`config.mk`:
```
export PLATFORM = sky130hd
export DESIGN_NAME = dacurc_control
export DESIGN_NICKNAME = d
export VERILOG_FILES = /design/src/verilog/dacurc_pkg.sv /design/src/verilog/dacurc_control.sv /design/src/verilog/dacurc_channel.sv
export SDC_FILE = /design/constraint.sdc
export NUM_CORES = 1
export LEC_CHECK = 0
export BUFFER_PORTS_ARGS = -buffer_cell sky130_fd_sc_hd__buf_4
export CAP_MARGIN = 20
export CORE_UTILIZATION = 50
export DETAILED_ROUTE_END_ITERATION = 16
export GPL_ROUTABILITY_DRIVEN = 0
export PLACE_DENSITY = 0.83
export SYNTH_ARGS = -nofsm -noshare
export SYNTH_HDL_FRONTEND = slang
export SYNTH_SLANG_ARGS = --single-unit
```
`constraint.sdc`:
```
create_clock -name clk -period 7.55 [get_ports clk]
set_input_delay 1.51 -clock clk [delete_from_list [all_inputs] [get_ports clk]]
set_output_delay 1.51 -clock clk [all_outputs]
set_load 0.1 [all_outputs]
```
`src/verilog/dacurc_pkg.sv`:
```
// Constants and types shared by the DAC update and reset control.
package dacurc_pkg;

  // Channel count and code width.
  localparam int NUM_CH = 16;
  localparam int CODE_W = 16;
  localparam int REF_W  = 3;

  // Command codes carried in the top nibble of a frame.
  localparam logic [3:0] CMD_WR_INPUT = 4'h1;
  localparam logic [3:0] CMD_UPD_DAC  = 4'h2;
  localparam logic [3:0] CMD_WR_UPD   = 4'h3;
  localparam logic [3:0] CMD_MASK     = 4'h5;
  localparam logic [3:0] CMD_SW_RST   = 4'h6;
  localparam logic [3:0] CMD_REF      = 4'h7;

  // Software reset executes only with this address and key.
  localparam logic [3:0]  SW_RST_ADDR = 4'h0;
  localparam logic [15:0] SW_RST_KEY  = 16'h1234;

  // Values after reset.
  localparam logic [15:0]      MASK_RESET = 16'h0000;
  localparam logic [REF_W-1:0] REF_RESET  = 3'h0;
  localparam int               REF_OFF_BIT = 0;
  localparam logic [15:0]      ZERO_CODE  = 16'h0000;
  localparam logic [15:0]      MID_CODE   = 16'h8000;

  // Power-on initialisation time and its cycle count at 100 MHz.
  localparam int CLK_PERIOD_NS = 10;
  localparam int POR_TIME_NS   = 100;
  localparam int POR_CYCLES    =
    (POR_TIME_NS + CLK_PERIOD_NS - 1) / CLK_PERIOD_NS;

  // Power-on sequencer states.
  typedef enum logic [1:0] {
    POR_HOLD  = 2'b00,
    POR_RUN   = 2'b01,
    POR_READY = 2'b10
  } dacurc_por_t;

  // One 24-bit command frame: code, channel select, payload.
  typedef struct packed {
    logic [3:0]  commandCodeBits;
    logic [3:0]  channelSelectBits;
    logic [15:0] payload;
  } dacurc_frame_t;

endpackage

```
`src/verilog/dacurc_control.sv`:
```
// Update and reset control of a 16-channel DAC.
// Behaviour
// - Frame is 24 bits: code, channel, payload.
// - Code 0101 loads 16-bit mask, address ignored.
// - Mask bits reset to zero.
// - Masked channel ignores load strobe transitions.
// - Strobe falling edge copies unmasked channels.
// - Strobe held low ignores mask, writes update.
// - Code 0001 writes input; DAC only if low.
// - Code 0010 copies input into DAC register.
// - Code 0011 writes input and DAC register.
// - Reset pin clears outputs to power-up code.
// - Reset low blocks updates; hold after release.
// - Pins ignored during power-on reset.
// - Reset pin low postpones initialisation.
// - Outputs start at power-up code.
// - Code 0110 resets only with 0x0, 0x1234.
// - Code 0111 writes reference setup register.
// - Reference bit 0 low enables reference.
// - Held-low write updates on 24th bit.
`timescale 1ns/100ps
module dacurc_control #(
  parameter bit          MIDSCALE   = 1'b0,
  parameter int unsigned POR_CYCLES = dacurc_pkg::POR_CYCLES
) (
  // Clock and power-on reset.
  input  wire logic                     clk,
  input  wire logic                     rst_b,
  // Completed frames from the serial front end.
  input  wire logic                     frameValid,
  input  wire dacurc_pkg::dacurc_frame_t frame,
  // Device pins.
  input  wire logic                     loadStrobeN,
  input  wire logic                     resetPinN,
  // Register contents and status.
  output logic [dacurc_pkg::NUM_CH-1:0][dacurc_pkg::CODE_W-1:0] inputCode,
  output logic [dacurc_pkg::NUM_CH-1:0][dacurc_pkg::CODE_W-1:0] dacCode,
  output logic [dacurc_pkg::NUM_CH-1:0] loadMask,
  output logic [dacurc_pkg::REF_W-1:0]  refSetup,
  output logic                          refOff,
  output logic                          ready
);

  localparam logic [15:0] RESET_CODE =
    MIDSCALE ? dacurc_pkg::MID_CODE : dacurc_pkg::ZERO_CODE;

  logic                     ldSync1_reg;
  logic                     ldSync2_reg;
  logic                     ldPrev_reg;
  logic                     rsSync1_reg;
  logic                     rsSync2_reg;
  dacurc_pkg::dacurc_por_t  por_reg;
  dacurc_pkg::dacurc_por_t  por_next;
  logic [15:0]              porCnt_reg;
  logic [15:0]              porCnt_next;
  logic                     ready_reg;
  logic                     ready_next;
  logic [15:0]              mask_reg;
  logic [15:0]              mask_next;
  logic [2:0]               ref_reg;
  logic [2:0]               ref_next;
  logic                     ldFall;
  logic                     live;
  logic                     accept;
  logic                     swReset;
  logic [3:0]               cmd;
  logic [3:0]               chSel;
  logic [15:0]              payload;

  //////////////////////////////////////////////////////////////////////////
  // Pin synchronisers; the first stage feeds only the second.
  always_ff @(posedge clk)
  begin
    if (!rst_b)
    begin
      ldSync1_reg <= 1'b1;
      ldSync2_reg <= 1'b1;
      ldPrev_reg  <= 1'b1;
      // The reset pin counts as low until it has been seen high.
      rsSync1_reg <= 1'b0;
      rsSync2_reg <= 1'b0;
    end
    else
    begin
      ldSync1_reg <= loadStrobeN;
      ldSync2_reg <= ldSync1_reg;
      ldPrev_reg  <= ldSync2_reg;
      rsSync1_reg <= resetPinN;
      rsSync2_reg <= rsSync1_reg;
    end
  end

  // Falling edge of the synchronised strobe.
  assign ldFall = ldPrev_reg & ~ldSync2_reg;

  //////////////////////////////////////////////////////////////////////////
  // Power-on sequencer; waits for the reset pin, then counts.
  always_comb
  begin
    por_next    = por_reg;
    porCnt_next = porCnt_reg;
    case (por_reg)
      dacurc_pkg::POR_HOLD:
      begin
        porCnt_next = 16'h0000;
        if (rsSync2_reg)
          por_next = dacurc_pkg::POR_RUN;
      end
      dacurc_pkg::POR_RUN:
      begin
        porCnt_next = porCnt_reg + 16'h0001;
        if (porCnt_reg == 16'(POR_CYCLES - 1))
          por_next = dacurc_pkg::POR_READY;
      end
      dacurc_pkg::POR_READY:
        por_next = dacurc_pkg::POR_READY;
      default:
        por_next = dacurc_pkg::POR_HOLD;
    endcase
    ready_next = (por_next == dacurc_pkg::POR_READY);
  end

  // Registers the sequencer.
  always_ff @(posedge clk)
  begin
    if (!rst_b)
    begin
      por_reg    <= dacurc_pkg::POR_HOLD;
      porCnt_reg <= 16'h0000;
      ready_reg  <= 1'b0;
    end
    else
    begin
      por_reg    <= por_next;
      porCnt_reg <= porCnt_next;
      ready_reg  <= ready_next;
    end
  end

  //////////////////////////////////////////////////////////////////////////
  // Frame decode; frames count only once ready and with reset pin high.
  assign cmd     = frame.commandCodeBits;
  assign chSel   = frame.channelSelectBits;
  assign payload = frame.payload;
  assign live    = ready_reg & rsSync2_reg;
  assign accept  = frameValid & live;
  assign swReset = accept & (cmd == dacurc_pkg::CMD_SW_RST)
                 & (chSel == dacurc_pkg::SW_RST_ADDR)
                 & (payload == dacurc_pkg::SW_RST_KEY);

  // Mask and reference setup registers.
  always_comb
  begin
    mask_next = mask_reg;
    ref_next  = ref_reg;
    if (swReset)
    begin
      mask_next = dacurc_pkg::MASK_RESET;
      ref_next  = dacurc_pkg::REF_RESET;
    end
    else if (accept && cmd == dacurc_pkg::CMD_MASK)
      mask_next = payload;
    else if (accept && cmd == dacurc_pkg::CMD_REF)
      ref_next = payload[2:0];
  end

  // Registers mask and reference setup.
  always_ff @(posedge clk)
  begin
    if (!rst_b)
    begin
      mask_reg <= dacurc_pkg::MASK_RESET;
      ref_reg  <= dacurc_pkg::REF_RESET;
    end
    else
    begin
      mask_reg <= mask_next;
      ref_reg  <= ref_next;
    end
  end

  assign loadMask = mask_reg;
  assign refSetup = ref_reg;
  assign refOff   = ref_reg[dacurc_pkg::REF_OFF_BIT];
  assign ready    = ready_reg;

  //////////////////////////////////////////////////////////////////////////
  // Channel registers with their update controls.
  for (genvar g = 0; g < dacurc_pkg::NUM_CH; g++)
  begin : gCh
    logic sel;
    logic clr;
    logic wrIn;
    logic wrDac;
    logic cpy;
    assign sel   = accept & (chSel == 4'(g));
    assign clr   = ~live | swReset;
    assign wrIn  = sel & (cmd == dacurc_pkg::CMD_WR_INPUT
                        | cmd == dacurc_pkg::CMD_WR_UPD);
    assign wrDac = sel & (cmd == dacurc_pkg::CMD_WR_UPD
                        | (cmd == dacurc_pkg::CMD_WR_INPUT
                           & ~ldSync2_reg));
    assign cpy   = (sel & (cmd == dacurc_pkg::CMD_UPD_DAC))
                 | (ldFall & live & ~mask_reg[g]);
    dacurc_channel #(
      .RESET_CODE (RESET_CODE)
    ) uChannel (
      .clk       (clk),
      .rst_b     (rst_b),
      .clear     (clr),
      .wrInput   (wrIn),
      .wrDac     (wrDac),
      .copyDac   (cpy),
      .data      (payload),
      .inputCode (inputCode[g]),
      .dacCode   (dacCode[g])
    );
  end

  logic acc0;
  assign acc0 = accept & (chSel == 4'h0);
endmodule

```
`src/verilog/dacurc_channel.sv`:
```
// One channel: an input register and a DAC register.
`timescale 1ns/100ps
module dacurc_channel #(
  parameter logic [15:0] RESET_CODE = 16'h0000
) (
  // Clock and reset.
  input  wire logic        clk,
  input  wire logic        rst_b,
  // Update controls.
  input  wire logic        clear,
  input  wire logic        wrInput,
  input  wire logic        wrDac,
  input  wire logic        copyDac,
  input  wire logic [15:0] data,
  // Register contents.
  output logic      [15:0] inputCode,
  output logic      [15:0] dacCode
);

  logic [15:0] input_reg;
  logic [15:0] input_next;
  logic [15:0] dac_reg;
  logic [15:0] dac_next;

  // Clear wins; a direct write wins over a copy from the input register.
  always_comb
  begin
    input_next = input_reg;
    dac_next   = dac_reg;
    if (clear)
    begin
      input_next = RESET_CODE;
      dac_next   = RESET_CODE;
    end
    else
    begin
      if (wrInput)
        input_next = data;
      if (wrDac)
        dac_next = data;
      else if (copyDac)
        dac_next = input_reg;
    end
  end

  // Registers the channel state.
  always_ff @(posedge clk)
  begin
    if (!rst_b)
    begin
      input_reg <= RESET_CODE;
      dac_reg   <= RESET_CODE;
    end
    else
    begin
      input_reg <= input_next;
      dac_reg   <= dac_next;
    end
  end

  assign inputCode = input_reg;
  assign dacCode   = dac_reg;

endmodule

```
==> flow_summary.ini, run 1 <==
[global_route]
grt_pass1_wl_mm = 140.9
track_usage_pct = 36.66
grt.overflow.total = 0
antenna_found_initial = 4
grt_max_degree = 269
grt_pass1_vias = 23068

[route]
ant_nets = 0
dr.pass1.iters = 6
routed_wirelength_mm = 95.07
viasPerCell = 6.668
vias = 24478
drt-initial-drc-count = 3575
drc_errors = 0
wl_per_cell_um = 25.90

[place]
placedCellCount = 3556
place_ws_ps = 2734
port_buffers = 561
dp.final_hpwl_mm = 58.87

[clock_tree]
clock-sinks = 555
cts_root_buffer = clkbuf_16
cts_tree = yes
cts.repair.resized = 0
clk_pin_slew_ps = 60
cts_buffers = 55
cts_buffer_depth = 3
clk_latency_ps = 620
cts_setup_buffers = 0
h-tree-depth = 2
ctsHoldBuffers = 0

[final_layout]
fin_util_pct = 63.55
nets = 3042
area_growth_pct = 25.45
regArea_sq_mm = 0.01111
fillers = 3842
fin_cells = 3671
multi_input_area_sq_mm = 0.01168
drive_above_1_share_pct = 25.71

[worst_setup_path]
critPathMaxFanout = 268
path_buf_inv = 3
critPathMaxStageDelay_ps = 730
critPathKind = input pin to flop
startpoint_type = input pin
r2r_setup_slack_ps = 4060
cp-end-kind = flop
cpLargestDelayFamily = buffers and inverters
crit_required_ps = 7980
timing.rr.end = gCh[10].uChannel.dacCode[5]
slowest_stage = inv_1
critPathArrivalTime_ps = 4710
r2r_cells = 4
crit_chain = buf_4, inv_1, nand2_2, o31ai_4, buf_12, nor2_1
reg2reg_from = rsSync2_reg

[synth]
yosys_warnings = 0
synth.distinct_cells = 53
synth_top_area_share_pct = 45.94
synthCells = 2652
yosysSeqAreaShare_pct = 45.94
async_reset_ff_share_pct = 0
synth_seq_cells = 555
syn_area_per_cell_sq_um = 9.120
syn_nets = 2683
synth-edff-count = 0
synthFlopType = dfxtp_1
yosysTopAreaCell = dfxtp_1
synthesis.area_sq_mm = 0.02419
ys_top_cells_by_area = dfxtp_1, mux2i_1, a311oi_1

[timing]
max-slew-margin-rel_pct = 6.467
final.setup_skew_ps = 12.14
fmax_mhz = 233.6
hold_viol = 0
period_minus_slack_ps = 4281
fin_setup_tns_ps = 0
worst_pin_slew_ps = 1403
fin_ws_ps = 3269
rsz0062_at_grt = false
finalSetupViolations = 0
finalCritPeriodShare_pct = 56.70
slew_violations = 0

[power_and_ir_drop]
seqPwrFrac_pct = 48.7
p_int_mw = 4.691
peakVddDrop_uv = 171.5
powerDensity_mw_per_mm2 = 198.2
switchingPower_mw = 1.324
p_leak_nw = 11.18
clkPwrFrac_pct = 48.6
total_power_mw = 6.015
p_comb_share_pct = 2.6
swShare_pct = 22.01

[hold_path]
min_from = ldSync1_reg
min_to = ldSync2_reg
hold_class = flop to flop
whs_path_depth = 1

[flow_run]
maxCapViolCount = 0

[floorplanning]
die_area_sq_mm = 0.04926
start_util_pct = 50.66
dieHeight_um = 221.9
rows = 80
io_pins = 562
core-area_sq_mm = 0.04775
die_w_um = 221.9

[run_status]
status = finished, final reports clean
-- power groups by stage --
stage	logic [mW]	clock network (mW)	registers (mW)
4_1_cts	0.151	2.93	2.93
3_5_place_dp	0.150	0	3.00
2_1_floorplan	0.0815	0	3.00
5_1_grt	0.158	3.06	2.93
3_3_place_gp	0.147	0	3.00
6_report	0.159	2.93	2.93
-- cell families (layout without fill, tap and decap cells) --
group / count (synthesis) / after routing / synth area share (%)
compound gates: 543 / 543 / 16.83
xor+xnor: 9 / 9 / 0.3259
fa+ha+maj: 2 / 2 / 0.1034
buf+inv: 330 / 731 / 6.136
flops: 555 / 555 / 45.94
mux: 276 / 276 / 11.42
other cells: 0 / 3 / 0
simple gates: 937 / 937 / 19.24
-- area by class of cell --
| cell class | instances | share of cell area [%] |
|---|---|---|
| multi-input cells | 1767 | 38.50 |
| flip-flops and latches | 555 | 36.62 |
| repair buffers | 628 | 15.88 |
| clock buffers | 81 | 5.522 |
| well taps | 615 | 2.536 |
| clock inverters | 18 | 0.8701 |
| inverters | 4 | 0.04948 |
| diodes | 3 | 0.02474 |
-- cells in the final DEF (no fill, tap or decap), types with 4 or more instances in the layout --
master and instances:
nor2_4 4, nor3_1 257, or4_1 4, nor3_4 4, clkbuf_16 56, mux2i_1 276, or2_2 15, nand3_1 261
buf_4 620, clkinv_2 7, a311oi_1 256, nand2b_1 8, bufinv_16 6, and2_1 6, nand3_2 4, xor2_1 7
nand4_1 15, clkbuf_1 7, nor2b_1 4, clkbuf_8 18, nand2_1 11, nor4_4 9, a2111oi_4 16, o21ai_0 263
nor2_1 301, dfxtp_1 555
-- Yosys cell counts (all sizes together), types with 3 or more instances --
master / instances
dfxtp: 555
nor2: 305
mux2i: 276
nand3: 265
o21ai: 263
nor3: 261
a311oi: 256
clkbuf: 204
buf: 122
or2: 17
a2111oi: 16
nand4: 16
nand2: 14
nor4: 12
nand2b: 9
and2: 7
xor2: 7
or4: 5
nor2b: 4
a21oi: 3
and4: 3
inv: 3
or3: 3
-- worst max-delay path by stage --
| stage | endpoint | slack, ps | depth (start not counted) | start |
|---|---|---|---|---|
| floorplan | gCh[2].uChannel.dacCode[10] | 4040 | 6 | frame[16] |
| global placement | gCh[11].uChannel.inputCode[14] | 2200 | 6 | frame[19] |
| detailed placement | gCh[11].uChannel.inputCode[0] | 2730 | 6 | frame[19] |
| CTS | gCh[12].uChannel.dacCode[4] | 3380 | 6 | frame[19] |
| global route | gCh[2].uChannel.dacCode[1] | 3110 | 6 | frame[19] |
| finish | gCh[6].uChannel.inputCode[15] | 3270 | 6 | frame[19] |
-- through the flow --
step | hold WS [ps] | instance area, sq um
final | 410.3 | 30340
after global routing | 429.5 | 30340
after CTS | 419.2 | 30180
after detailed placement | 405.0 | 28240
after global placement | 398.8 | 28190
after floorplan | 386.3 | 24190
-- per-layer routing --
| metal | up-vias | wire length, um | track usage [%] |
|---|---|---|---|
| li1 | 10488 | - | - |
| met2 | 1918 | 42380 | 57.16 |
| met5 | - | 13 | 0 |
| met4 | 2 | 6680 | 23.90 |
| met3 | 409 | 11710 | 10.08 |
| met1 | 11661 | 34290 | 44.47 |
No activity file was read; power rests on OpenSTA's default activity.
==> run 2: changes to the inputs <==
CORE_UTILIZATION = 49   (was 50)
PLACE_DENSITY = 0.85   (was 0.83)
clock period = 3.5 ns   (was 7.55 ns; I/O delays follow)
==> run 2 against run 1 <==
Effect of this change: count of clock-buffer cells in the layout is 3 higher; final cell count grew 2.7%; critical path depth stayed put; non-clock buffer count is 50 higher; clock power grew 110%; register-to-register slack got worse by 3300 ps; routed wire length down 0.45%; sequential cell count unchanged; hold slack lost 140 ps; critical path type is now flop to flop; highest routed layer is now met4.
==> flow_summary.ini, run 2 (synthesis results as in run 1) <==
[final_layout]
fin_cells = 3770
area_growth_pct = 27.26
final_common_cell = buf_4
diodes = 0
regArea_sq_mm = 0.01111
nets = 3094
fillers = 3921
fin_util_pct = 63.01
most-common-layout-cells = buf_4, dfxtp_1, nor2_1
multi_input_area_sq_mm = 0.01168
drive_above_1_share_pct = 26.92

[run_status]
status = finished, final reports clean

[timing]
rsz0062_at_grt = false
finalSetupViolations = 0
hold_viol = 0
worst_pin_slew_ps = 792.7
max-slew-margin-rel_pct = 47.15
final.setup_skew_ps = 24.33
fin_ws_ps = 777.2
period_minus_slack_ps = 2723
fin_setup_tns_ps = 0
finalCritPeriodShare_pct = 77.79
slew_violations = 0
fmax_mhz = 367.3

[worst_setup_path]
critPathKind = flop to flop
critPathArrivalTime_ps = 3190
slowest_stage = dfxtp_1
cp-end-kind = flop
startpoint_type = flop
crit_chain = nand4_2, buf_4, a2111oi_4, buf_4, or2_2, a311oi_1
path_common_cell = buf_4
cpLargestDelayFamily = simple AND/OR/NAND/NOR gates
critPathMaxStageDelay_ps = 520
path_buf_inv = 2
crit_required_ps = 3970
critPathMaxFanout = 17
r2r_setup_slack_ps = 780

[global_route]
met3_usage_pct = 10.43
grt_max_degree = 82
use_met2_pct = 55.43
busiest_layer = met2
track_usage_pct = 35.97
grt_pass1_vias = 23441
antenna_found_initial = 0
grt.overflow.total = 0
grt_pass1_wl_mm = 140.8
grt_util_met1_pct = 43.14

[clock_tree]
cts_setup_buffers = 0
cts_root_buffer = clkbuf_16
cts_buffer_depth = 3
clock-sinks = 555
cts.repair.resized = 0
cts_tree = yes
clk_pin_slew_ps = 60
clk_latency_ps = 620
h-tree-depth = 2
ctsHoldBuffers = 0
cts_buffers = 57

[power_and_ir_drop]
powerDensity_mw_per_mm2 = 417.1
peakVddDrop_uv = 378.6
p_leak_nw = 11.43

[flow_run]
maxCapViolCount = 0

[place]
placedCellCount = 3668
dp.final_hpwl_mm = 60.79
port_buffers = 561
place_ws_ps = 432.2

[hold_path]
hold_class = input pin to flop

[floorplanning]
dieHeight_um = 224.2
die_w_um = 224.2
rows = 81
core-area_sq_mm = 0.04885
start_util_pct = 49.51
die_area_sq_mm = 0.05025
io_pins = 562

[route]
ant_nets = 0
vias = 24449
drc_errors = 0
dr.pass1.iters = 6
viasPerCell = 6.485
wl_per_cell_um = 25.10
drt-initial-drc-count = 3106
routed_wirelength_mm = 94.64
-- run 2: cell count changes in the layout (fill, tap and decap cells not counted), moves of 3 or more --
cell	previous run	this run
buf_16	3	0
buf_12	3	13
buf_4	620	665
bufinv_16	6	2
clkbuf_16	56	59
diode_2	3	0
clkinv_2	7	10
-- run 2: layout make-up --
type | instances | share of cell area, %
timing repair buffer | 678 | 17.07
clock inverter | 18 | 0.5203
multi-input combinational | 1767 | 37.95
inverter | 4 | 0.04878
tap | 664 | 2.699
clock buffer | 84 | 5.622
sequential | 555 | 36.10
-- run 2: worst reg2reg max path: stages (launching register included) --
cell and delay, ps:
dfxtp_1 520, nand4_2 520, buf_4 400, a2111oi_4 300, buf_4 300, or2_2 390, a311oi_1 160
-- run 2: layer usage --
| layer | wire length (um) | vias to the layer above |
|---|---|---|
| li1 | - | 10589 |
| met1 | 33940 | 11577 |
| met2 | 41760 | 1804 |
| met3 | 11480 | 479 |
| met4 | 7464 | 0 |
| met5 | 0 | - |
-- run 2: worst paths after layout --
| path | from | endpoint | cells after the start |
|---|---|---|---|
| worst max-delay path | rsSync2_reg | gCh[13].uChannel.dacCode[2] | 6 |
| worst min-delay path | loadStrobeN | ldSync1_reg | 2 |
| worst max register to register | rsSync2_reg | gCh[13].uChannel.dacCode[2] | 6 |
| worst min register to register | rsSync1_reg | rsSync2_reg | 1 |
-- run 2: stage by stage --
stage	hold slack [ps]	cell area [sq um]	total power, mW
after global placement	395.0	28890	6.798
after detailed placement	423.9	28890	6.803
after floorplan	386.3	24190	6.637
after global routing	264.2	30780	13.09
final	272.8	30780	12.84
after CTS	247.6	30780	12.83
-- run 2: where the power goes --
group / switching (mW) / internal (mW) / total [mW]
registers: 0.00339 / 6.32 / 6.32
clock network: 2.59 / 3.56 / 6.15
logic: 0.292 / 0.0702 / 0.362
